$ cat config.mk
export PLATFORM = sky130hd
export DESIGN_NAME = lfc_lowside_fault_capture
export DESIGN_NICKNAME = d
export VERILOG_FILES = /design/src/lfc_pkg.sv /design/src/lfc_lowside_fault_capture.sv
export SDC_FILE = /design/constraint.sdc
export NUM_CORES = 1
export LEC_CHECK = 0
export BUFFER_PORTS_ARGS = -buffer_cell sky130_fd_sc_hd__clkbuf_2
export CORE_MARGIN = 3
export CORE_UTILIZATION = 30
export CTS_CLUSTER_SIZE = 20
export DETAILED_ROUTE_END_ITERATION = 10
export GPL_TIMING_DRIVEN = 0
export PLACE_DENSITY_LB_ADDON = 0.3
export SYNTH_ARGS = -nofsm -noshare
export SYNTH_HDL_FRONTEND = slang
export SYNTH_SLANG_ARGS = --single-unit
$ cat constraint.sdc
create_clock -name core_clk -period 13.7 [get_ports core_clk]
set_clock_uncertainty 0.15 [all_clocks]
set_input_delay 0.685 -clock core_clk [delete_from_list [all_inputs] [get_ports core_clk]]
set_output_delay 0.685 -clock core_clk [all_outputs]
set_load 0.01 [all_outputs]
$ cat src/lfc_pkg.sv
// Purpose: shared constants and types for the low-side fault capture block
// Assumes: core clock of 20 MHz, six channels
// Notes: status codes and timer figures are set here only
package lfc_pkg;
    localparam int CH = 6;
    localparam int CLK_HZ = 20_000_000;

    // timer figures in microseconds, then whole cycles rounded up
    localparam int TURN_OFF_BLANK_TIME_US = 100;
    localparam int TURN_ON_BLANK_TIME_US = 50;
    localparam int FILTER_TIME_US = 20;
    localparam int TURN_OFF_BLANK_CYC = (TURN_OFF_BLANK_TIME_US * CLK_HZ + 999_999) / 1_000_000;
    localparam int TURN_ON_BLANK_CYC = (TURN_ON_BLANK_TIME_US * CLK_HZ + 999_999) / 1_000_000;
    localparam int FILTER_CYC = (FILTER_TIME_US * CLK_HZ + 999_999) / 1_000_000;
    localparam int CNT_W = 12;

    // diag_config_two field positions: open-load enables low, fast-charge enables high
    localparam int OPEN_LOAD_DIAG_ENABLE_LSB = 0;
    localparam int FAST_CHARGE_ENABLE_LSB = 6;
    localparam logic [11:0] DIAG_CONFIG_TWO_RESET = 12'h03f;

    // drain comparison classes
    typedef enum logic [1:0] {
        LFC_CMP_OK = 2'h0,
        LFC_CMP_SHORTED_LOAD = 2'h1,
        LFC_CMP_GROUND_SHORT = 2'h2,
        LFC_CMP_OPEN_LOAD = 2'h3
    } lfc_cmp_t;

    // three-bit status codes per channel
    typedef enum logic [2:0] {
        LFC_ST_COMPLETE_OK = 3'h0,
        LFC_ST_SHORTED_LOAD = 3'h1,
        LFC_ST_GROUND_SHORT = 3'h2,
        LFC_ST_OPEN_LOAD = 3'h3,
        LFC_ST_NO_SHORTED_LOAD = 3'h4,
        LFC_ST_NO_OFF_FAULT = 3'h5,
        LFC_ST_NOT_COMPLETE = 3'h7
    } lfc_status_t;

    // analog comparator outputs for one channel
    typedef struct packed {
        logic aboveShortRef;
        logic aboveOpenLoadRef;
        logic belowGroundShortRef;
        logic atBridgeCenter;
    } lfc_cmp_pins_t;
endpackage

$ cat src/lfc_lowside_fault_capture.sv
// Purpose: fault detection, capture and fault flag for six low-side channels
// Assumes: comparator and pin inputs are asynchronous; serial gate command,
//          frame valid and clear mask come from serial logic on core_clk
// Notes:
`timescale 1ns/1ns
module lfc_lowside_fault_capture #(
    parameter int CH = lfc_pkg::CH
) (
    input wire logic core_clk,
    input wire logic rst,
    input wire logic masterResetN,
    input wire logic masterDisable,
    input wire logic serialSelectN,
    input wire logic [CH-1:0] parallelChannelInput,
    input wire logic [CH-1:0] serialGateCommand,
    input wire lfc_pkg::lfc_cmp_pins_t [CH-1:0] drainFeedback,
    input wire logic [11:0] diagConfigTwo,
    input wire logic frameValid,
    input wire logic [CH-1:0] statusClearMask,
    output logic faultFlagN,
    output logic faultFlagOe,
    output logic [CH-1:0] fastChargeCurrent,
    output lfc_pkg::lfc_status_t [CH-1:0] channelStatus
);
    localparam logic [lfc_pkg::CNT_W-1:0] OFF_CNT = lfc_pkg::CNT_W'(lfc_pkg::TURN_OFF_BLANK_CYC);
    localparam logic [lfc_pkg::CNT_W-1:0] ON_CNT = lfc_pkg::CNT_W'(lfc_pkg::TURN_ON_BLANK_CYC);
    localparam logic [lfc_pkg::CNT_W-1:0] FLT_CNT = lfc_pkg::CNT_W'(lfc_pkg::FILTER_CYC);
    localparam logic [lfc_pkg::CNT_W-1:0] CNT_ONE = lfc_pkg::CNT_W'(1);

    typedef struct packed {
        logic rstS1;
        logic rstS2;
        logic disS1;
        logic disS2;
        logic selS1;
        logic selS2;
        logic selPrev;
        logic diagOnPrev;
        logic [CH-1:0] inS1;
        logic [CH-1:0] inS2;
        lfc_pkg::lfc_cmp_pins_t [CH-1:0] fbS1;
        lfc_pkg::lfc_cmp_pins_t [CH-1:0] fbS2;
        logic [CH-1:0] cmdPrev;
        lfc_pkg::lfc_cmp_t [CH-1:0] cmpPrev;
        logic [CH-1:0] blankOn;
        logic [CH-1:0][lfc_pkg::CNT_W-1:0] blankCnt;
        logic [CH-1:0] filtOn;
        logic [CH-1:0][lfc_pkg::CNT_W-1:0] filtCnt;
        logic [CH-1:0] charge;
        lfc_pkg::lfc_status_t [CH-1:0] status;
        logic flagOe;
        logic flagLevel;
    } lfc_state_t;

    lfc_state_t s_q;
    lfc_state_t s_d;

    logic diagOn;
    logic diagRise;
    logic clearEvent;
    logic anyFault;
    logic [CH-1:0] cmd;
    logic [CH-1:0] blankStart;
    logic [CH-1:0] blankEnd;
    logic [CH-1:0] filtStart;
    logic [CH-1:0] filtEnd;
    logic [CH-1:0] latchNow;
    logic [CH-1:0] chanFault;
    lfc_pkg::lfc_cmp_t [CH-1:0] cmpNow;

    // severity order used for promotion; higher wins
    function automatic logic [2:0] rank(input lfc_pkg::lfc_status_t st);
        case (st)
            lfc_pkg::LFC_ST_SHORTED_LOAD: rank = 3'h5;
            lfc_pkg::LFC_ST_GROUND_SHORT: rank = 3'h4;
            lfc_pkg::LFC_ST_OPEN_LOAD: rank = 3'h3;
            lfc_pkg::LFC_ST_COMPLETE_OK: rank = 3'h2;
            lfc_pkg::LFC_ST_NO_SHORTED_LOAD: rank = 3'h1;
            lfc_pkg::LFC_ST_NO_OFF_FAULT: rank = 3'h1;
            default: rank = 3'h0;
        endcase
    endfunction

    // sort the drain comparators into one class for the commanded state
    function automatic lfc_pkg::lfc_cmp_t classify(input logic on, input lfc_pkg::lfc_cmp_pins_t fb,
                                                   input logic olEn);
        if (on)
            classify = fb.aboveShortRef ? lfc_pkg::LFC_CMP_SHORTED_LOAD : lfc_pkg::LFC_CMP_OK;
        else if (fb.belowGroundShortRef)
            classify = lfc_pkg::LFC_CMP_GROUND_SHORT;
        else if (!fb.aboveOpenLoadRef && olEn)
            classify = lfc_pkg::LFC_CMP_OPEN_LOAD;
        else
            classify = lfc_pkg::LFC_CMP_OK;
    endfunction

    // status that a completed comparison proposes, before the promotion check
    function automatic lfc_pkg::lfc_status_t propose(input lfc_pkg::lfc_status_t old, input logic on,
                                                     input lfc_pkg::lfc_cmp_t c);
        case (c)
            lfc_pkg::LFC_CMP_SHORTED_LOAD: propose = lfc_pkg::LFC_ST_SHORTED_LOAD;
            lfc_pkg::LFC_CMP_GROUND_SHORT: propose = lfc_pkg::LFC_ST_GROUND_SHORT;
            lfc_pkg::LFC_CMP_OPEN_LOAD: propose = lfc_pkg::LFC_ST_OPEN_LOAD;
            default:
                if (on)
                    propose = (old == lfc_pkg::LFC_ST_NO_OFF_FAULT) ? lfc_pkg::LFC_ST_COMPLETE_OK
                                                                    : lfc_pkg::LFC_ST_NO_SHORTED_LOAD;
                else
                    propose = (old == lfc_pkg::LFC_ST_NO_SHORTED_LOAD) ? lfc_pkg::LFC_ST_COMPLETE_OK
                                                                       : lfc_pkg::LFC_ST_NO_OFF_FAULT;
        endcase
    endfunction

    // diagnostics live only with reset released and disable low
    assign diagOn = s_q.rstS2 & ~s_q.disS2;
    assign diagRise = diagOn & ~s_q.diagOnPrev;
    assign clearEvent = s_q.selS2 & ~s_q.selPrev & frameValid;
    assign anyFault = |chanFault;

    // per-channel trigger and expiry terms
    genvar g;
    generate
        for (g = 0; g < CH; g++)
        begin : g_chan
            assign cmd[g] = s_q.inS2[g] | serialGateCommand[g];
            assign cmpNow[g] = classify(cmd[g], s_q.fbS2[g],
                                        diagConfigTwo[lfc_pkg::OPEN_LOAD_DIAG_ENABLE_LSB + g]);
            assign blankStart[g] = diagRise | (diagOn & (cmd[g] != s_q.cmdPrev[g]));
            assign filtStart[g] = diagOn & (cmpNow[g] != s_q.cmpPrev[g]);
            assign blankEnd[g] = s_q.blankOn[g] & (s_q.blankCnt[g] == CNT_ONE);
            assign filtEnd[g] = s_q.filtOn[g] & (s_q.filtCnt[g] == CNT_ONE);
            // a timer still running holds the latch off, so a filter still running at the blank end extends the blank
            assign latchNow[g] = diagOn & (blankEnd[g] | filtEnd[g])
                               & ~(s_q.blankOn[g] & ~blankEnd[g])
                               & ~(s_q.filtOn[g] & ~filtEnd[g]);
            assign chanFault[g] = (s_q.status[g] == lfc_pkg::LFC_ST_SHORTED_LOAD)
                                | (s_q.status[g] == lfc_pkg::LFC_ST_GROUND_SHORT)
                                | (s_q.status[g] == lfc_pkg::LFC_ST_OPEN_LOAD);
        end
    endgenerate

    // next state; the clear is applied before a same-cycle latch so a new fault is kept
    always_comb
    begin
        s_d = s_q;
        s_d.rstS1 = masterResetN;
        s_d.rstS2 = s_q.rstS1;
        s_d.disS1 = masterDisable;
        s_d.disS2 = s_q.disS1;
        s_d.selS1 = serialSelectN;
        s_d.selS2 = s_q.selS1;
        s_d.selPrev = s_q.selS2;
        s_d.inS1 = parallelChannelInput;
        s_d.inS2 = s_q.inS1;
        s_d.fbS1 = drainFeedback;
        s_d.fbS2 = s_q.fbS1;
        s_d.diagOnPrev = diagOn;
        s_d.cmdPrev = cmd;
        s_d.cmpPrev = cmpNow;
        for (int i = 0; i < CH; i++)
        begin
            // blanking timer: reload on any trigger, count down otherwise
            if (!diagOn)
                s_d.blankOn[i] = 1'b0;
            else if (blankStart[i])
            begin
                s_d.blankOn[i] = 1'b1;
                s_d.blankCnt[i] = cmd[i] ? ON_CNT : OFF_CNT;
            end
            else if (s_q.blankOn[i])
            begin
                s_d.blankOn[i] = !blankEnd[i];
                s_d.blankCnt[i] = s_q.blankCnt[i] - CNT_ONE;
            end
            // filter timer restarts on every comparison change, so a glitch latches only when it lands on a timer's last cycle
            if (!diagOn)
                s_d.filtOn[i] = 1'b0;
            else if (filtStart[i])
            begin
                s_d.filtOn[i] = 1'b1;
                s_d.filtCnt[i] = FLT_CNT;
            end
            else if (s_q.filtOn[i])
            begin
                s_d.filtOn[i] = !filtEnd[i];
                s_d.filtCnt[i] = s_q.filtCnt[i] - CNT_ONE;
            end
            // fast charge only helps a turn-off transient, so it never outlives the blank
            if (!diagOn)
                s_d.charge[i] = 1'b0;
            else if (blankStart[i] & ~cmd[i])
                s_d.charge[i] = diagConfigTwo[lfc_pkg::FAST_CHARGE_ENABLE_LSB + i];
            else if (s_q.fbS2[i].atBridgeCenter | blankEnd[i] | cmd[i])
                s_d.charge[i] = 1'b0;
            // status: reset, frame clear, then promotion-only latch
            if (!s_q.rstS2)
                s_d.status[i] = lfc_pkg::LFC_ST_NOT_COMPLETE;
            else
            begin
                if (clearEvent & statusClearMask[i])
                    s_d.status[i] = lfc_pkg::LFC_ST_NOT_COMPLETE;
                if (latchNow[i]
                    && rank(propose(s_d.status[i], cmd[i], cmpNow[i])) > rank(s_d.status[i]))
                    s_d.status[i] = propose(s_d.status[i], cmd[i], cmpNow[i]);
            end
        end
        // flag pulls low only while enabled and deselected (select line high); otherwise released
        s_d.flagOe = diagOn & s_q.selS2 & anyFault;
        s_d.flagLevel = 1'b0;
    end

    // single state register; power-on leaves everything released and not complete
    always_ff @(posedge core_clk or posedge rst)
    begin
        if (rst)
        begin
            s_q <= '0;
            for (int i = 0; i < CH; i++)
                s_q.status[i] <= lfc_pkg::LFC_ST_NOT_COMPLETE;
        end
        else
            s_q <= s_d;
    end

    assign faultFlagN = s_q.flagLevel;
    assign faultFlagOe = s_q.flagOe;
    assign fastChargeCurrent = s_q.charge;
    assign channelStatus = s_q.status;
endmodule

==> impl_metrics.tcl, run 1 <==
set metrics [dict create \
    drc 0 \
    whs_ns 0.0548 \
    path_buf_inv 0 \
    highest_layer "met4" \
    worstMarginPinSlew_ns 1.17 \
    r2r.worst_path.cells 11 \
    cp_top_family "multiplexers" \
    die_y_microns 223 \
    hold_class "primary input to flop" \
    synth-async-reset-ratio_pct 100 \
    grt_pass1_wl_microns 59000 \
    ys_warn_count 0 \
    cts.sinks 267 \
    dpl_cell_area_sq_um 15400 \
    critPathCapture "channelStatus[16]" \
    routed_wl_microns 37100 \
    synth_top_cells_by_area "dfrtp_1, ha_1, xnor2_1" \
    viasPerCell 5.07 \
    fmax_mhz 248 \
    intPower_uw 1460 \
    fin_area_sq_um 16400 \
    antenna_found_initial 0 \
    tritoncts "built" \
    crit_arrival_ns 4.39 \
    gr-usage-all-layers_pct 14.6 \
    drtIter0Drc 936 \
    slowest_stage "mux2i_1" \
    wl_met2_microns 16900 \
    tns_ns 0 \
    vias 11000 \
    power_uw 2030 \
    synth_top_area_share_pct 44.0 \
    synth_cells 1429 \
    dieArea_sq_um 49800 \
    ys_top_cells_by_count "dfrtp_1, nor2_1, nand2_1" \
    grt_pass1_vias 10800 \
    max_stage_delay_ns 0.64 \
    root_buffer "clkbuf_16" \
    avgSynthCellArea_sq_um 9.91 \
    path_cells "nor2_1 -> mux2i_1 -> ha_1 -> nor3b_1 -> o22ai_1 -> a21oi_1 -> ha_1 -> nor2b_1 -> o21a_1 -> o2111ai_1 -> mux2_2" \
    cp-start-kind "flop" \
    comb_power_share_pct 13.6 \
    initial_utilization_pct 30.8 \
    synthFlopType "dfrtp_1" \
    pre_cts_ws_ns 9.26 \
    worstReg2RegStart "s_q[253]" \
    antennaDiodeCount 0 \
    cp_max_fo 7 \
    synth_edf_count 0 \
    hold_viol_final 0 \
    post-route-period-util_pct 29.4 \
    synth_cell_types 78 \
    crit_top_cell "ha_1" \
    dr_wl_met3_microns 2010 \
    hpwlAfterDp_microns 26000 \
    synth.most_common_cell "dfrtp_1" \
    fin_nets 1681 \
    post-cts-setup-buffer-count 0 \
    p_clk_share_pct 40.9 \
    numPortBuffers 84 \
    status "finished, final reports clean" \
    setup_viol 0 \
    pwr-share-seq_pct 45.4 \
    cts.path.max_buffers 3 \
    slew_viol_final 0 \
    clk_latency_ns 0.58 \
    critPathRequiredTime_ns 14.06 \
    endpoint_kind "flop" \
    cts_buffers 31 \
    io_pins 86 \
    synth_seq_cells 267 \
    synth_fp_nets 1561 \
    worst_slack_ns 9.67 \
    synth_area_leader_cell "dfrtp_1" \
    cp-startpoint "s_q[253]" \
    r2r_end "channelStatus[16]" \
    dr.pass1.iters 6 \
    ant_nets 0 \
    p_sw_uw 569 \
    overflow 0 \
    critPathKind "flop to flop" \
    netlist_area_sq_um 14200 \
    core_sq_um 46000 \
    ys_seq_area_share_pct 47.4 \
    area_growth_syn_to_layout_pct 15.9 \
    wire_per_inst_microns 17.1 \
    p_sw_share_pct 28.1 \
    slew_headroom_pct 22.0 \
    rrSetupSlack_ns 9.67 \
    p_leak_uw 0.00671 \
    die_w_microns 223 \
    grt_max_degree 121 \
    drive_gt1_share_pct 13.7 \
    p_per_area_nw_per_um2 123 \
    cp.depth 11 \
    path_clk_slew_ns 0.06 \
    drv_cap 0 \
    cts_max_level 1 \
    wl_met1_microns 17300 \
    routabilityCongestion 0.836 \
    ir_worst_vdd_mv 0.0925 \
    period_needed_ns 4.03 \
    num_rows 78 \
    rsz0062_at_grt "false" \
]
==> power groups by stage <==
stage               Clock [uW]  Combinational, uW  Sequential (uW)
global placement             0                269              930
detailed placement           0                278              932
floorplan                    0                204              915
global route               886                313              930
CTS                        854                279              919
finish                     829                276              920
==> cells by family after synthesis <==
| kind of cell | after synthesis | share of synthesized area [%] |
|---|---|---|
| simple gates | 516 | 19.5 |
| compound gates | 305 | 14.2 |
| flops | 267 | 47.4 |
| buf+inv | 143 | 4.49 |
| xor+xnor | 101 | 6.25 |
| fa+ha+maj | 72 | 6.36 |
| mux | 24 | 1.84 |
| other cells | 1 | 0.0265 |
==> metal layers <==
layer | global-route usage (%) | up-vias
met5 | 0 | -
met4 | 3.73 | 0
met3 | 2.37 | 55
met2 | 23.3 | 268
met1 | 20.6 | 5395
li1 | - | 5302
==> metrics by stage <==
step	util (%)	std cells
2_1_floorplan	-	1429
3_3_place_gp	33.3	2113
3_5_place_dp	33.5	2115
4_1_cts	35.7	2174
5_1_grt	35.7	2174
6_report	35.7	2174
==> state kept, by name, summed over array words and instances (netlist names) <==
signal             flops
s_q                  208
s_d                   34
channelStatus         18
fastChargeCurrent      6
faultFlagOe            1
==> worst min-delay path by stage <==
| stage | startpoint | to | cells after the start |
|---|---|---|---|
| 2_1_floorplan | s_d[262] | s_d[261] | 0 |
| 3_3_place_gp | s_d[262] | s_d[261] | 0 |
| 3_5_place_dp | s_d[212] | s_q[212] | 0 |
| 4_1_cts | parallelChannelInput[2] | s_d[250] | 1 |
| 5_1_grt | drainFeedback[8] | s_d[208] | 1 |
| 6_report | parallelChannelInput[2] | s_d[250] | 1 |
==> cells in the final DEF (no fill, tap or decap), types with 14 or more instances in the layout <==
master | Yosys | layout
dfrtp_1 | 249 | 249
nor2_1 | 129 | 129
nand2_1 | 87 | 87
clkbuf_2 | 0 | 84
o21ai_0 | 79 | 79
inv_1 | 76 | 75
a21oi_1 | 72 | 72
ha_1 | 72 | 72
xnor2_1 | 61 | 61
nor3_1 | 50 | 50
clkbuf_1 | 37 | 49
xor2_1 | 40 | 40
nand3_1 | 38 | 38
nor4_1 | 34 | 34
or3_1 | 33 | 33
clkbuf_16 | 0 | 31
nand2b_1 | 30 | 30
buf_4 | 25 | 25
nor2b_1 | 24 | 24
o21a_1 | 21 | 21
dfstp_2 | 18 | 18
nor3b_1 | 16 | 16
a31oi_1 | 16 | 16
mux2i_1 | 14 | 14
==> what timing repair did <==
action,4_1_cts,5_1_grt
gates resized for setup,0,0
hold buffers,1,0
endpoints found under the hold margin,13,0
==> final cells by class <==
type	count	area, sq um
Multi-Input combinational cell	1019	6820
Sequential cell	267	6700
Clock inverter	12	144
Timing Repair Buffer	87	485
Tap cell	600	751
Buffer	66	347
Fill cell	4591	29600
Clock buffer	46	862
Inverter	77	297
==> worst reg2reg max path, stage by stage (launching register included) <==
cell and delay [ns]:
dfrtp_1 0.41, nor2_1 0.51, mux2i_1 0.65, ha_1 0.38, nor3b_1 0.29, o22ai_1 0.13, a21oi_1 0.17, ha_1 0.26
nor2b_1 0.13, o21a_1 0.16, o2111ai_1 0.33, mux2_2 0.38
(Power assumes the default switching activity.)
==> run 2, diff against run 1 <==
--- a/config.mk
+++ b/config.mk
@@ -5,6 +5,7 @@
 export SDC_FILE = /design/constraint.sdc
 export NUM_CORES = 1
 export LEC_CHECK = 0
+export ABC_AREA = 1
 export BUFFER_PORTS_ARGS = -buffer_cell sky130_fd_sc_hd__clkbuf_2
 export CORE_MARGIN = 3
 export CORE_UTILIZATION = 30
==> constraint.sdc (replaced) <==
create_clock -name core_clk -period 3.5 [get_ports core_clk]
set_clock_uncertainty 0.15 [all_clocks]
set_input_delay 0.175 -clock core_clk [delete_from_list [all_inputs] [get_ports core_clk]]
set_output_delay 0.175 -clock core_clk [all_outputs]
set_load 0.01 [all_outputs]
==> run 2 against run 1 <==
First-iteration DRC count decreased by 31%. Die area is 6.3% higher. Routed wire length is 1.9% lower. Largest cell class unchanged. Design area increased by 11%. Largest power group unchanged. Sequential power grew to 4.1 times the previous value. Synthesized cell count up 33%. Clock power rose to 4.2 times the previous value. Setup slack lost 9.2 ns.
==> impl_metrics.tcl, run 2 <==
set metrics [dict create \
    hpwlAfterDp_microns 26800 \
    max_stage_delay_ns 0.54 \
    p_per_area_nw_per_um2 505 \
    cp-start-kind "flop" \
    fin_cells 2771 \
    post-route-period-util_pct 87.8 \
    overflow 0 \
    grt_pass1_vias 12300 \
    routabilityCongestion 0.864 \
    hold_class "primary input to flop" \
    place_inst 2652 \
    path_cells "inv_1 -> nand2_1 -> o21ai_0 -> ha_1 -> nor2_1 -> nor2_1 -> nor2_1 -> nand2_1 -> a21oi_1 -> ha_1 -> nand3b_1 -> nand2_1 -> nand3_1 -> a21oi_2 -> nand2_1 -> nand2_1 -> nand2_1 -> nand2_1" \
    num_rows 81 \
    top_register "s_q" \
    setup_viol 0 \
    initial_utilization_pct 30.6 \
    die_y_microns 230 \
    antennaDiodeCount 0 \
    fin_nets 2215 \
    status "finished, final reports clean" \
    final_common_cell "nand2_1" \
    synth_seq_cells 267 \
    crit_top_cell "nand2_1" \
    cts_max_level 1 \
    grt_pass1_wl_microns 61600 \
    slowest_stage "o21ai_0" \
    ys_top_cells_by_count "nand2_1, inv_1, dfrtp_1" \
    r2r.worst_path.cells 18 \
    wire_per_inst_microns 13.1 \
    netlist_area_sq_um 15100 \
    avgSynthCellArea_sq_um 7.94 \
    cp_top_family "simple AND/OR/NAND/NOR gates" \
    critPathKind "flop to flop" \
    synth-async-reset-ratio_pct 100 \
    ys_seq_area_share_pct 44.5 \
    synth_fp_nets 2029 \
    slew_headroom_pct 49.6 \
    endpoint_kind "flop" \
    holdPathStages 5 \
    layout_common_cells "nand2_1, inv_1, dfrtp_1, nor2_1, nand3_1" \
    ys_warn_count 0 \
    synth_top_area_share_pct 41.4 \
    worstMarginPinSlew_ns 0.754 \
    p_leak_uw 0.00907 \
    synth_cell_types 44 \
    period_needed_ns 3.07 \
    path_clk_slew_ns 0.06 \
    critPathRequiredTime_ns 3.86 \
    post-cts-setup-buffer-count 0 \
    path_buf_inv 1 \
    clk_latency_ns 0.58 \
    tritoncts "built" \
    routed_wl_microns 36400 \
    gr-usage-all-layers_pct 13.9 \
    numPortBuffers 84 \
    fmax_mhz 325 \
    synthFlopType "dfrtp_1" \
    drv_cap 0 \
    die_w_microns 230 \
    synth_area_leader_cell "dfrtp_1" \
    rsz0062_at_grt "false" \
    antenna_found_initial 1 \
    cts_buffers 31 \
    grt_max_degree 42 \
    core_sq_um 49300 \
    cts.sinks 267 \
    largest_reg_flops 208 \
    viasPerCell 4.47 \
    synth_edf_count 0 \
    ir_worst_vdd_mv 0.357 \
    pre_cts_ws_ns 0.457 \
    vias 12400 \
    dr.pass1.iters 5 \
    drc 0 \
    area_growth_syn_to_layout_pct 20.7 \
    cp.depth 18 \
    cts.path.max_buffers 3 \
    root_buffer "clkbuf_16" \
    cp_max_fo 7 \
    worst_slack_ns 0.427 \
    synth_cells 1897 \
    ant_nets 0 \
    slew_viol_final 0 \
    dieArea_sq_um 53000 \
    io_pins 86 \
    drive_gt1_share_pct 12.9 \
    synth.most_common_cell "nand2_1" \
    hold_viol_final 0 \
    crit_arrival_ns 3.43 \
    synth_top_cells_by_area "dfrtp_1, nand2_1, inv_1" \
    drtIter0Drc 648 \
]
[run 2: metal layers]
layer	GRT usage (%)	vias to the layer above	routed length, microns	share of wire [%]
met2	22.7	192	16500	45
met3	1.75	54	1360	3.7
met1	19.2	5779	17500	48
li1	-	6355	-	-
met5	0	-	0	0
met4	4.56	0	1020	2.8
[run 2: what timing repair did]
item / 4_1_cts / 5_1_grt
endpoints found under the hold margin: 102 / 0
setup endpoints to repair: 0 / 0
resized for setup: 0 / 0
hold buffers: 62 / 0
[run 2: path summary, 6_finish.rpt]
path / start / to / slack, ns
worst max-delay path: s_q[253] / channelStatus[15] / 0.43
worst min-delay path: statusClearMask[3] / channelStatus[9] / 0.03
worst max register to register: s_q[253] / channelStatus[15] / 0.43
worst min register to register: s_d[223] / s_q[223] / 0.19
max in group asynchronous: rst / channelStatus[9] / 1.65
min in group asynchronous: rst / s_q[108] / 0.14
[run 2: cell families (layout without fill, tap and decap cells)]
family / count (synthesis) / in the layout / synth area share (%)
and+or+nand+nor: 953 / 953 / 27.9
DFF: 267 / 267 / 44.5
xor gates and xnor gates: 96 / 96 / 5.58
buffers and inverters: 306 / 516 / 8.59
other: 1 / 1 / 0.0249
AOI/OAI and AO/OA: 202 / 202 / 7.44
adders and majority gates: 72 / 72 / 5.98
[run 2: layout make-up]
type | count | area, sq um
clock inverter | 18 | 234
sequential | 267 | 6700
tap | 664 | 831
buffer | 42 | 303
inverter | 264 | 995
timing repair buffer | 153 | 1180
multi-input combinational | 1324 | 7070
clock buffer | 39 | 866
fill | 5155 | 31100
[run 2: where the power goes]
part	total [uW]	switching, uW	internal [uW]
registers	3780	330	3450
logic	1940	1200	744
clock network	3460	1350	2110
[run 2: per-stage QoR]
stage	power, uW	instance area (sq um)	hold slack, ns	setup TNS (ns)	util, %
2_1_floorplan	5230	15100	0.0564	-83.61	-
3_3_place_gp	5650	16300	0.133	-541.24	33.1
3_5_place_dp	5720	16500	0.135	0	33.4
4_1_cts	9310	18200	0.00350	0	36.9
5_1_grt	9800	18200	0.0406	0	36.9
6_report	9190	18200	0.0256	0	36.9
[run 2: worst min-delay path: cells and delay by family]
family / cells / cell delay (ns)
buffers and inverters: 1 / 0.08
AND/OR/NAND/NOR: 4 / 0.47
